===== src/irq_gate_pkg.sv =====
package irq_gate_pkg;
  // flag register bit positions
  localparam int unsigned FLAG_W = 16;
  localparam int unsigned BIT_IEN = 6;
  localparam int unsigned BIT_STKSEL = 7;
  localparam int unsigned BIT_RSVD = 11;
  localparam int unsigned BIT_PPL_LO = 12;
  localparam int unsigned PPL_W = 3;
  // reset values
  localparam logic IEN_RST = 1'b0;
  localparam logic STKSEL_RST = 1'b0;
  localparam logic [2:0] PPL_RST = 3'h0;
  // memory map figures
  localparam logic [19:0] VEC_BASE = 20'h0FFDC;
  localparam logic [19:0] VEC_LAST = 20'h0FFFF;
  localparam logic [19:0] RAM_BASE = 20'h00400;
  localparam logic [19:0] STACK_RST = 20'h00800;
  localparam logic [5:0] SWI_MAX_FLAGCLR = 6'h1F;
  localparam int unsigned ENTRY_BYTES = 4;
endpackage


===== src/irq_gate.sv =====
`timescale 1ns/1ps
// Functional notes
// - enable flag zero blocks maskable requests
// - acceptance clears the interrupt enable flag
// - stack select picks interrupt or user pointer
// - hardware accept or swi 0-31 clears select
// - priority level is three bits, 0..7
// - accept only priority above current level
// - reserved flag bit reads zero, write zero
// - vector table spans 0FFDCh to 0FFFFh
// - state saved on RAM stack from 00400h
module irq_gate
(
  // clock and reset
  input wire logic core_clk_i,
  input wire logic srst_i,
  // hardware request
  input wire logic irq_req_i,
  input wire logic [2:0] irq_prio_i,
  input wire logic [2:0] irq_vec_i,
  // software interrupt instruction
  input wire logic swi_exec_i,
  input wire logic [5:0] swi_num_i,
  // flag writes from sequencer
  input wire logic flag_we_i,
  input wire logic [15:0] flag_wdata_i,
  // stack pointers held by core
  input wire logic [19:0] interrupt_stack_pointer_i,
  input wire logic [19:0] user_stack_pointer_i,
  // outputs
  output logic irq_ack_o,
  output logic [19:0] active_sp_o,
  output logic [19:0] vec_addr_o,
  output logic vec_fetch_o,
  output logic save_ok_o,
  output logic [15:0] flag_o,
  output logic [2:0] processor_priority_level_o
);
  typedef enum logic [1:0] {ST_IDLE, ST_FETCH, ST_RUN} seq_t;
  typedef struct packed {
    seq_t st;
    logic ien;
    logic stksel;
    logic [2:0] ppl;
    logic ack;
    logic fetch;
    logic [19:0] vaddr;
  } state_t;
  // registered state and its next value
  state_t q, d;
  // combinational decisions taken every cycle
  logic accept;
  logic swi_clr;

  // vector entry address from request index
  // entries sit back to back, one routine address each
  function automatic logic [19:0] vec_entry(input logic [2:0] idx);
    vec_entry = irq_gate_pkg::VEC_BASE + 20'(idx) * 20'(irq_gate_pkg::ENTRY_BYTES);
  endfunction

  // acceptance decision
  assign accept = irq_req_i && q.ien && (irq_prio_i > q.ppl) && (q.st == ST_IDLE);
  assign swi_clr = swi_exec_i && (swi_num_i <= irq_gate_pkg::SWI_MAX_FLAGCLR);

  // next state
  always_comb
  begin
    d = q;
    d.ack = 1'b0;
    d.fetch = 1'b0;
    if (flag_we_i)
    begin
      d.ien = flag_wdata_i[irq_gate_pkg::BIT_IEN];
      d.stksel = flag_wdata_i[irq_gate_pkg::BIT_STKSEL];
      d.ppl = flag_wdata_i[irq_gate_pkg::BIT_PPL_LO +: irq_gate_pkg::PPL_W];
    end
    if (swi_clr)
      d.stksel = 1'b0;
    case (q.st)
      ST_IDLE:
      begin
        if (accept)
        begin
          d.ien = 1'b0;
          d.stksel = 1'b0;
          d.ppl = irq_prio_i;
          d.ack = 1'b1;
          d.vaddr = vec_entry(irq_vec_i);
          d.st = ST_FETCH;
        end
      end
      // new requests are held off while the vector is read
      ST_FETCH:
      begin
        d.fetch = 1'b1;
        d.st = ST_RUN;
      end
      // one settling cycle before the next acceptance
      ST_RUN:
        d.st = ST_IDLE;
      default:
        d.st = ST_IDLE;
    endcase
  end

  // state register
  always_ff @(posedge core_clk_i)
  begin
    if (srst_i)
    begin
      q.st <= ST_IDLE;
      q.ien <= irq_gate_pkg::IEN_RST;
      q.stksel <= irq_gate_pkg::STKSEL_RST;
      q.ppl <= irq_gate_pkg::PPL_RST;
      q.ack <= 1'b0;
      q.fetch <= 1'b0;
      q.vaddr <= irq_gate_pkg::VEC_BASE;
    end
    else
      q <= d;
  end

  // outputs; reserved bit reads zero
  assign irq_ack_o = q.ack;
  assign vec_fetch_o = q.fetch;
  assign vec_addr_o = q.vaddr;
  assign active_sp_o = q.stksel ? user_stack_pointer_i : interrupt_stack_pointer_i;
  assign save_ok_o = (active_sp_o > irq_gate_pkg::RAM_BASE);
  assign processor_priority_level_o = q.ppl;
  always_comb
  begin
    flag_o = '0;
    flag_o[irq_gate_pkg::BIT_IEN] = q.ien;
    flag_o[irq_gate_pkg::BIT_STKSEL] = q.stksel;
    flag_o[irq_gate_pkg::BIT_RSVD] = 1'b0;
    flag_o[irq_gate_pkg::BIT_PPL_LO +: irq_gate_pkg::PPL_W] = q.ppl;
  end

  // checks
  a_mask_blocks: assert property (@(posedge core_clk_i) disable iff (srst_i)
    !q.ien |=> !irq_ack_o) else $error("ack with enable flag clear");
  a_ack_clears_en: assert property (@(posedge core_clk_i) disable iff (srst_i)
    accept |=> !q.ien) else $error("enable flag not cleared");
  a_sp_select: assert property (@(posedge core_clk_i) disable iff (srst_i)
    q.stksel |-> active_sp_o == user_stack_pointer_i) else $error("wrong stack");
  a_ack_clears_sel: assert property (@(posedge core_clk_i) disable iff (srst_i)
    (accept || swi_clr) |=> !q.stksel) else $error("select not cleared");
  a_prio_strict: assert property (@(posedge core_clk_i) disable iff (srst_i)
    (irq_req_i && irq_prio_i <= q.ppl) |=> !irq_ack_o) else $error("low prio taken");
  a_vec_range: assert property (@(posedge core_clk_i) disable iff (srst_i)
    vec_fetch_o |-> (vec_addr_o >= irq_gate_pkg::VEC_BASE && vec_addr_o <= irq_gate_pkg::VEC_LAST))
    else $error("vector out of table");
  a_fetch_follows: assert property (@(posedge core_clk_i) disable iff (srst_i)
    irq_ack_o |=> vec_fetch_o ##1 !vec_fetch_o) else $error("no vector fetch");
  a_rsvd_zero: assert property (@(posedge core_clk_i) disable iff (srst_i)
    !flag_o[irq_gate_pkg::BIT_RSVD]) else $error("reserved bit set");
  c_accept: cover property (@(posedge core_clk_i) disable iff (srst_i) irq_ack_o ##1 vec_fetch_o);
  c_blocked: cover property (@(posedge core_clk_i) disable iff (srst_i) irq_req_i && !q.ien);
  c_swi: cover property (@(posedge core_clk_i) disable iff (srst_i) swi_clr && q.stksel);
  // request refused for a level at or under the current one
  c_low_prio: cover property (@(posedge core_clk_i) disable iff (srst_i)
    irq_req_i && q.ien && irq_prio_i <= q.ppl);

  // extra guards on the acceptance path
  // accept loads the request's level into the flags
  a_level_load: assert property (@(posedge core_clk_i) disable iff (srst_i)
    accept |=> processor_priority_level_o == $past(irq_prio_i))
    else $error("level not taken from request");
  // an acknowledge needs the enable flag set one cycle before
  a_ack_needs_en: assert property (@(posedge core_clk_i) disable iff (srst_i)
    irq_ack_o |-> $past(q.ien))
    else $error("ack without enable flag");
  // an acknowledge needs a strictly higher request level
  a_ack_prio: assert property (@(posedge core_clk_i) disable iff (srst_i)
    irq_ack_o |-> $past(irq_prio_i > q.ppl))
    else $error("ack at or under current level");
  // no acceptance while the vector sequence runs
  a_busy_refuse: assert property (@(posedge core_clk_i) disable iff (srst_i)
    (q.st != ST_IDLE) |=> !irq_ack_o)
    else $error("ack while sequencer busy");
  // acknowledge stands one cycle only
  a_ack_single: assert property (@(posedge core_clk_i) disable iff (srst_i)
    irq_ack_o |=> !irq_ack_o)
    else $error("ack longer than one cycle");
  // clear select picks the interrupt pointer
  a_sp_interrupt: assert property (@(posedge core_clk_i) disable iff (srst_i)
    !q.stksel |-> active_sp_o == interrupt_stack_pointer_i)
    else $error("interrupt stack not selected");

  // vector fetch follows an acknowledge
  a_fetch_src: assert property (@(posedge core_clk_i) disable iff (srst_i)
    vec_fetch_o |-> $past(irq_ack_o))
    else $error("fetch without ack");
  // entries are whole words inside the table
  a_vec_align: assert property (@(posedge core_clk_i) disable iff (srst_i)
    vec_fetch_o |-> vec_addr_o[1:0] == 2'h0)
    else $error("vector entry misaligned");
  // fetch pulse marks entry into the run state
  a_fetch_state: assert property (@(posedge core_clk_i) disable iff (srst_i)
    vec_fetch_o |-> q.st == ST_RUN)
    else $error("fetch outside run state");
  // acknowledge shows the enable and select flags already cleared
  a_ack_sel_clr: assert property (@(posedge core_clk_i) disable iff (srst_i)
    irq_ack_o |-> !flag_o[irq_gate_pkg::BIT_STKSEL])
    else $error("select set at ack");
  a_ack_en_clr: assert property (@(posedge core_clk_i) disable iff (srst_i)
    irq_ack_o |-> !flag_o[irq_gate_pkg::BIT_IEN])
    else $error("enable set at ack");

  // a plain flag write lands when no acceptance competes
  a_flag_write: assert property (@(posedge core_clk_i) disable iff (srst_i)
    (flag_we_i && !accept) |=> q.ien == $past(flag_wdata_i[irq_gate_pkg::BIT_IEN]))
    else $error("enable write lost");
  a_ppl_write: assert property (@(posedge core_clk_i) disable iff (srst_i)
    (flag_we_i && !accept) |=> processor_priority_level_o == $past(flag_wdata_i[14:12]))
    else $error("level write lost");
  // request arriving while the sequencer is busy
  c_busy: cover property (@(posedge core_clk_i) disable iff (srst_i)
    irq_req_i && q.st != ST_IDLE);
endmodule


===== config.mk =====
export PLATFORM = sky130hd
export DESIGN_NAME = irq_gate
export DESIGN_NICKNAME = d
export VERILOG_FILES = /design/src/irq_gate_pkg.sv /design/src/irq_gate.sv
export SDC_FILE = /design/constraint.sdc
export NUM_CORES = 1
export LEC_CHECK = 0
export BUFFER_PORTS_ARGS = -buffer_cell sky130_fd_sc_hd__buf_4
export CAP_MARGIN = 20
export CORE_MARGIN = 2
export CORE_UTILIZATION = 35
export CTS_CLUSTER_DIAMETER = 40
export CTS_CLUSTER_SIZE = 30
export DETAILED_ROUTE_END_ITERATION = 8
export HOLD_SLACK_MARGIN = 0.08
export PLACE_DENSITY = 0.86
export SYNTH_ARGS = -nofsm -noshare
export SYNTH_HDL_FRONTEND = slang
export SYNTH_SLANG_ARGS = --single-unit

===== constraint.sdc =====
create_clock -name core_clk_i -period 1.9 [get_ports core_clk_i]
set_input_delay 0.095 -clock core_clk_i [delete_from_list [all_inputs] [get_ports core_clk_i]]
set_output_delay 0.095 -clock core_clk_i [all_outputs]
set_load 0.01 [all_outputs]

==> results of run 1 <==
## flip-flops by register name, indices dropped and copies added, names as in the netlist
signal	flops
vec_fetch_o	1
flag_o	2
q	2
processor_priority_level_o	3
vec_addr_o	4
irq_ack_o	1
## layout by cell type, fill, tap and decap left out, drive strengths merged, types with 3 or more instances in the layout
cell    synthesis  routed
mux2           20      20
nor3            4       4
nor3b           3       3
nor4            4       4
nand3           5       5
a211oi          8       8
ha              4       4
clkbuf          1       4
dfxtp          13      13
conb            2      27
inv             8       8
mux2i           8       8
buf            43      93
nor2            8       8
## critical path: cells and delay by family, from the launching register on
family,cells,cell delay (ns)
flops,1,0.39
buf+inv,2,0.42
simple gates,4,0.57
## final cells by class
cell class | count | share of cell area [%]
Timing Repair Buffer | 94 | 37.6
Clock buffer | 4 | 2.39
Inverter | 8 | 1.59
Tap cell | 48 | 3.19
Sequential cell | 13 | 13.8
Multi-Input combinational cell | 104 | 41.4
## metal layers
metal	track usage, %	vias up	part of all wire (%)
met5	0	-	0
li1	-	602	-
met1	14.5	549	35
met2	29.3	61	54
met3	4.34	0	12
met4	3.19	0	0
## power by group
part / leakage [nW] / internal, W / switching, W
logic: 0.787 / 0.000196 / 0.000159
registers: 0.106 / 0.000284 / 0.00000942
clock network: 0.0228 / 0.000148 / 0.0000946
total: 0.915 / 0.000628 / 0.000263
## path summary, 6_finish.rpt
path / start / end / slack, ns / cells past startpoint
worst max register to register: processor_priority_level_o[2] / vec_addr_o[3] / 0.21 / 6
worst max-delay path: flag_o[7] / save_ok_o / 0.19 / 6
worst min-delay path: swi_num_i[5] / flag_o[7] / 0.13 / 3
worst min register to register: q[28] / q[28] / 0.45 / 1
## repair_timing
action                                  4_1_cts  5_1_grt
hold buffers                                  1        0
endpoints found under the setup margin        0        0
endpoints found under the hold margin         1        0
## kinds of logic after synthesis
kind of cell / synth area share [%]
buffers and inverters: 27.1
xor gates and xnor gates: 0.675
muxes: 23.5
DFF: 20.1
adders and majority gates: 3.86
other: 0.579
and+or+nand+nor: 13.7
AOI/OAI and AO/OA: 10.5
## metrics by stage
step	std cells	area (um^2)
floorplan	169	1390
global placement	266	1830
detailed placement	266	1830
CTS	271	1880
global route	271	1880
finish	271	1880
==> metrics.txt, run 1 <==
# TYPE chip_impl_metric gauge
chip_impl_info{name="status",value="complete, no violations"} 1
chip_impl_metric{name="floorplan.die_area",unit="um^2"} 4210
chip_impl_metric{name="critPathMaxFanout",unit=""} 17
chip_impl_metric{name="power.density",unit="nW/um^2"} 473
chip_impl_metric{name="hold_ws",unit="ns"} 0.128
chip_impl_metric{name="hold_violations",unit=""} 0
chip_impl_metric{name="max-cap-violations",unit=""} 0
chip_impl_metric{name="period_needed",unit="ns"} 1.71
chip_impl_metric{name="skew",unit="ns"} 0.000973
chip_impl_metric{name="diodes",unit=""} 0
chip_impl_metric{name="drt_first_iter_violations",unit=""} 16
chip_impl_info{name="hold_class",value="input pin to flop"} 1
chip_impl_info{name="critical_path.most_common_cell",value="sky130_fd_sc_hd__nand3_1"} 1
chip_impl_metric{name="post-dp-hpwl",unit="um"} 2790
chip_impl_metric{name="floorplan.io_pins",unit=""} 135
chip_impl_info{name="type_of_destination_of_the_critical_path",value="output pin"} 1
chip_impl_metric{name="grt.overflow.total",unit=""} 0
chip_impl_metric{name="share_of_async_settable_or_async_resettable_flops_after_synthesis",unit="%"} 0
chip_impl_metric{name="area_of_the_multi_input_gates",unit="um^2"} 779
chip_impl_info{name="rsz0062_at_grt",value="false"} 1
chip_impl_info{name="path_cells",value="buf_4 > nor4b_1 > nand3_1 > nand3_1 > nand3_1 > buf_4"} 1
chip_impl_info{name="setup.worst_path.start_class",value="flop"} 1
chip_impl_info{name="most_numerous_cell_in_the_yosys_netlist",value="sky130_fd_sc_hd__buf_4"} 1
chip_impl_metric{name="ys_warn_count",unit=""} 0
chip_impl_info{name="ys_dominant_reg_cell",value="sky130_fd_sc_hd__dfxtp_1"} 1
chip_impl_metric{name="cts_post_setup_buffers_inserted",unit=""} 0
chip_impl_metric{name="gpl.final_weighted_congestion",unit=""} 0.693
chip_impl_metric{name="core_area",unit="um^2"} 3610
chip_impl_metric{name="path_clk_slew",unit="ns"} 0.05
chip_impl_metric{name="max-vdd-ir-drop",unit="uV"} 347
chip_impl_metric{name="fin_setup_tns",unit="ns"} 0
chip_impl_metric{name="grt_pass1_wl",unit="um"} 4860
chip_impl_metric{name="cts_max_path_buffers",unit=""} 2
chip_impl_metric{name="setup_violations",unit=""} 0
chip_impl_metric{name="detail-route-antenna-nets",unit=""} 0
chip_impl_metric{name="postSynthCellCount",unit=""} 144
chip_impl_metric{name="synth_edf_count",unit=""} 0
chip_impl_metric{name="die_x",unit="um"} 64.9
chip_impl_metric{name="synthDominantCellAreaShare",unit="%"} 22.6
chip_impl_metric{name="placement.io_buffers",unit=""} 91
chip_impl_metric{name="pre_cts_slack",unit="ns"} 0.196
chip_impl_metric{name="max_slew_violation_count",unit=""} 0
chip_impl_metric{name="cts_num_sinks",unit=""} 13
chip_impl_info{name="synth_top_cells_by_count",value="sky130_fd_sc_hd__buf_4, sky130_fd_sc_hd__mux2_2, sky130_fd_sc_hd__dfxtp_1"} 1
chip_impl_metric{name="detail_route.wirelength",unit="um"} 3280
chip_impl_metric{name="synthesis.area_per_instance",unit="um^2"} 9.01
chip_impl_metric{name="areaGrowthSynthToFinish",unit="%"} 45.1
chip_impl_metric{name="synthesis.area",unit="um^2"} 1300
chip_impl_info{name="path_class",value="flop to output pin"} 1
chip_impl_metric{name="finalCoreUtilization",unit="%"} 52.2
chip_impl_metric{name="critPathMaxStageDelay",unit="ns"} 0.39
chip_impl_metric{name="fin_nets",unit=""} 301
chip_impl_info{name="critPathSlowestCell",value="sky130_fd_sc_hd__dfxtp_1"} 1
chip_impl_metric{name="cts_htree_levels",unit=""} 1
chip_impl_metric{name="clock_latency",unit="ns"} 0.24
chip_impl_info{name="netlist_top_cells_area",value="sky130_fd_sc_hd__buf_4, sky130_fd_sc_hd__dfxtp_1, sky130_fd_sc_hd__mux2_2"} 1
chip_impl_metric{name="worstPathArrival",unit="ns"} 1.61
chip_impl_metric{name="seq_area",unit="um^2"} 260
chip_impl_metric{name="maxClockFrequency",unit="MHz"} 586
chip_impl_info{name="tritoncts_clock_tree",value="built"} 1
chip_impl_metric{name="drc_errors",unit=""} 0
chip_impl_metric{name="post_cts.resized_instances",unit=""} 0
chip_impl_metric{name="antenna_found_initial",unit=""} 0
chip_impl_metric{name="grt_resource_usage_total",unit="%"} 14.6
chip_impl_metric{name="fillerInstances",unit=""} 351
chip_impl_info{name="netlist.top_cell.by_area",value="sky130_fd_sc_hd__buf_4"} 1
chip_impl_metric{name="via_count_of_the_first_global_routing_pass",unit=""} 1127
chip_impl_metric{name="first_pass_iters",unit=""} 3
chip_impl_metric{name="drt-wirelength-per-cell",unit="um"} 12.1
chip_impl_metric{name="rows",unit=""} 22
chip_impl_metric{name="grt_max_degree",unit=""} 18
chip_impl_metric{name="routed-via-count",unit=""} 1212
chip_impl_metric{name="initial_utilization",unit="%"} 36.0
chip_impl_metric{name="power.static_leakage",unit="nW"} 0.915
chip_impl_metric{name="final_layout_size_suffix_gt1_share",unit="%"} 55.6
chip_impl_info{name="clk_root_buffer_cell",value="sky130_fd_sc_hd__clkbuf_8"} 1
chip_impl_metric{name="ys_seq_elements",unit=""} 13
chip_impl_metric{name="routed_via_density",unit=""} 4.47
chip_impl_metric{name="worst_setup_slack_after_layout",unit="ns"} 0.193
chip_impl_metric{name="dieHeight",unit="um"} 64.9
chip_impl_metric{name="inserted_clock_buffers",unit=""} 3
chip_impl_metric{name="synth_seq_area_share",unit="%"} 20.1
chip_impl_metric{name="synth_cell_types",unit=""} 30
chip_impl_metric{name="critical_path_required",unit="ns"} 1.80
chip_impl_metric{name="period_share",unit="%"} 89.8
chip_impl_metric{name="post-layout-total-power",unit="W"} 0.000891
(Power assumes the default switching activity.)
==> run 2, diff against run 1 <==
Settings changed: PLACE_DENSITY 0.86 to 0.89.
==> metrics.txt, run 2 (synthesized netlist as in run 1, its figures left out) <==
# TYPE chip_impl_metric gauge
chip_impl_info{name="status",value="complete, no violations"} 1
chip_impl_info{name="min-delay-start",value="swi_num_i[5]"} 1
chip_impl_metric{name="areaGrowthSynthToFinish",unit="%"} 44.9
chip_impl_metric{name="grt.overflow.total",unit=""} 0
chip_impl_metric{name="period_needed",unit="ns"} 1.81
chip_impl_metric{name="final_layout_size_suffix_gt1_share",unit="%"} 55.9
chip_impl_metric{name="maxClockFrequency",unit="MHz"} 554
chip_impl_metric{name="core_area",unit="um^2"} 3610
chip_impl_metric{name="grt_resource_usage_total",unit="%"} 14.2
chip_impl_metric{name="die_x",unit="um"} 64.9
chip_impl_metric{name="routed-via-count",unit=""} 1203
chip_impl_metric{name="diodes",unit=""} 0
chip_impl_metric{name="initial_utilization",unit="%"} 36.0
chip_impl_metric{name="grt_max_degree",unit=""} 22
chip_impl_metric{name="cts_max_path_buffers",unit=""} 2
chip_impl_metric{name="drt_first_iter_violations",unit=""} 11
chip_impl_info{name="setup.worst_path.start_class",value="flop"} 1
chip_impl_metric{name="clock_latency",unit="ns"} 0.24
chip_impl_metric{name="fin_nets",unit=""} 300
chip_impl_info{name="clk_root_buffer_cell",value="sky130_fd_sc_hd__clkbuf_8"} 1
chip_impl_metric{name="hold_ws",unit="ns"} 0.126
chip_impl_metric{name="skew",unit="ns"} 0.00381
chip_impl_metric{name="max-vdd-ir-drop",unit="uV"} 414
chip_impl_info{name="type_of_destination_of_the_critical_path",value="output pin"} 1
chip_impl_metric{name="floorplan.die_area",unit="um^2"} 4210
chip_impl_metric{name="detail_route.wirelength",unit="um"} 3260
chip_impl_info{name="tritoncts_clock_tree",value="built"} 1
chip_impl_metric{name="rows",unit=""} 22
chip_impl_metric{name="power.static_leakage",unit="nW"} 0.914
chip_impl_metric{name="max-cap-violations",unit=""} 0
chip_impl_metric{name="grt_pass1_wl",unit="um"} 4780
chip_impl_metric{name="critical_path_required",unit="ns"} 1.80
chip_impl_info{name="layout_commonest_cell",value="sky130_fd_sc_hd__buf_4"} 1
chip_impl_info{name="top_register",value="vec_addr_o"} 1
chip_impl_info{name="r2r-start",value="processor_priority_level_o[2]"} 1
chip_impl_info{name="path_class",value="flop to output pin"} 1
chip_impl_metric{name="gpl.final_weighted_congestion",unit=""} 0.731
chip_impl_metric{name="max_slew_violation_count",unit=""} 0
chip_impl_metric{name="routed_via_density",unit=""} 4.46
chip_impl_metric{name="placement.io_buffers",unit=""} 91
chip_impl_metric{name="dieHeight",unit="um"} 64.9
chip_impl_metric{name="cts_num_sinks",unit=""} 13
chip_impl_metric{name="hold_violations",unit=""} 0
chip_impl_metric{name="via_count_of_the_first_global_routing_pass",unit=""} 1078
chip_impl_metric{name="seq_area",unit="um^2"} 260
chip_impl_metric{name="period_share",unit="%"} 95.1
chip_impl_info{name="most-common-layout-cells",value="sky130_fd_sc_hd__buf_4, sky130_fd_sc_hd__conb_1, sky130_fd_sc_hd__mux2_2"} 1
chip_impl_metric{name="setup_violations",unit=""} 0
chip_impl_metric{name="area_of_the_multi_input_gates",unit="um^2"} 779
chip_impl_metric{name="antenna_found_initial",unit=""} 0
chip_impl_metric{name="first_pass_iters",unit=""} 4
chip_impl_metric{name="cts_htree_levels",unit=""} 1
chip_impl_metric{name="detail-route-antenna-nets",unit=""} 0
chip_impl_metric{name="power.density",unit="nW/um^2"} 475
chip_impl_info{name="crit_start",value="flag_o[7]"} 1
chip_impl_metric{name="post-dp-hpwl",unit="um"} 2770
chip_impl_metric{name="floorplan.io_pins",unit=""} 135
chip_impl_metric{name="largest_register_ff_count",unit=""} 4
chip_impl_metric{name="drt-wirelength-per-cell",unit="um"} 12.1
chip_impl_metric{name="critPathMaxFanout",unit=""} 21
chip_impl_info{name="hold_class",value="input pin to flop"} 1
chip_impl_metric{name="fin_setup_tns",unit="ns"} 0
chip_impl_metric{name="inserted_clock_buffers",unit=""} 3
chip_impl_metric{name="worstPathArrival",unit="ns"} 1.71
chip_impl_metric{name="path_clk_slew",unit="ns"} 0.06
chip_impl_metric{name="fillerInstances",unit=""} 357
chip_impl_metric{name="drc_errors",unit=""} 0
run 2: worst paths after layout:
path,end,slack [ns],cells past startpoint
hold / removal,flag_o[7],0.13,3
hold reg to reg,q[28],0.45,1
setup / recovery,save_ok_o,0.09,6
setup reg to reg,vec_addr_o[3],0.23,6
run 2: repair_timing:
action	in CTS	in global routing
hold endpoints to repair	1	0
hold buffers	1	0
setup buffers	0	0
setup endpoints to repair	0	1
gates resized for setup	0	1
run 2: metal layers:
metal | track usage [%] | routed length [um] | vias to the layer above
met5 | 0 | 0 | -
met4 | 2.39 | 5 | 0
met3 | 3.99 | 389 | 2
met2 | 27.8 | 1740 | 63
met1 | 14.9 | 1120 | 543
li1 | - | - | 595
run 2: critical path, cell delays in order (launching register included):
cell	delay, ns
sky130_fd_sc_hd__dfxtp_1	0.45
sky130_fd_sc_hd__buf_6	0.25
sky130_fd_sc_hd__nor4b_1	0.30
sky130_fd_sc_hd__nand3_1	0.12
sky130_fd_sc_hd__nand3_1	0.11
sky130_fd_sc_hd__nand3_1	0.08
sky130_fd_sc_hd__buf_4	0.16
run 2: power breakdown:
part / internal (W) / total, W / switching (W) / leakage (nW)
clock network: 0.000145 / 0.000246 / 0.000102 / 0.0255
registers: 0.000284 / 0.000294 / 0.0000101 / 0.106
logic: 0.000195 / 0.000354 / 0.000158 / 0.782
run 2: per-stage QoR:
| step | utilization, % | instances | worst slack [ns] | instance area (um^2) | total power [W] |
|---|---|---|---|---|---|
| after global placement | 50.5 | 265 | 0.247 | 1820 | 0.000645 |
| final | 52.2 | 270 | 0.0938 | 1880 | 0.000894 |
| after global routing | 52.2 | 270 | -0.0133 | 1880 | 0.000944 |
| after detailed placement | 50.5 | 265 | 0.187 | 1820 | 0.000652 |
| after floorplan | - | 169 | 0.409 | 1390 | 0.000526 |
| after CTS | 52.0 | 270 | 0.0271 | 1880 | 0.000905 |
run 2: final cells by class:
| type | instances | area share (%) |
|---|---|---|
| Timing Repair Buffer | 93 | 37.5 |
| Multi-Input combinational cell | 104 | 41.5 |
| Clock buffer | 3 | 2.20 |
| Clock inverter | 1 | 0.266 |
| Tap cell | 48 | 3.19 |
| Inverter | 8 | 1.60 |
| Sequential cell | 13 | 13.8 |
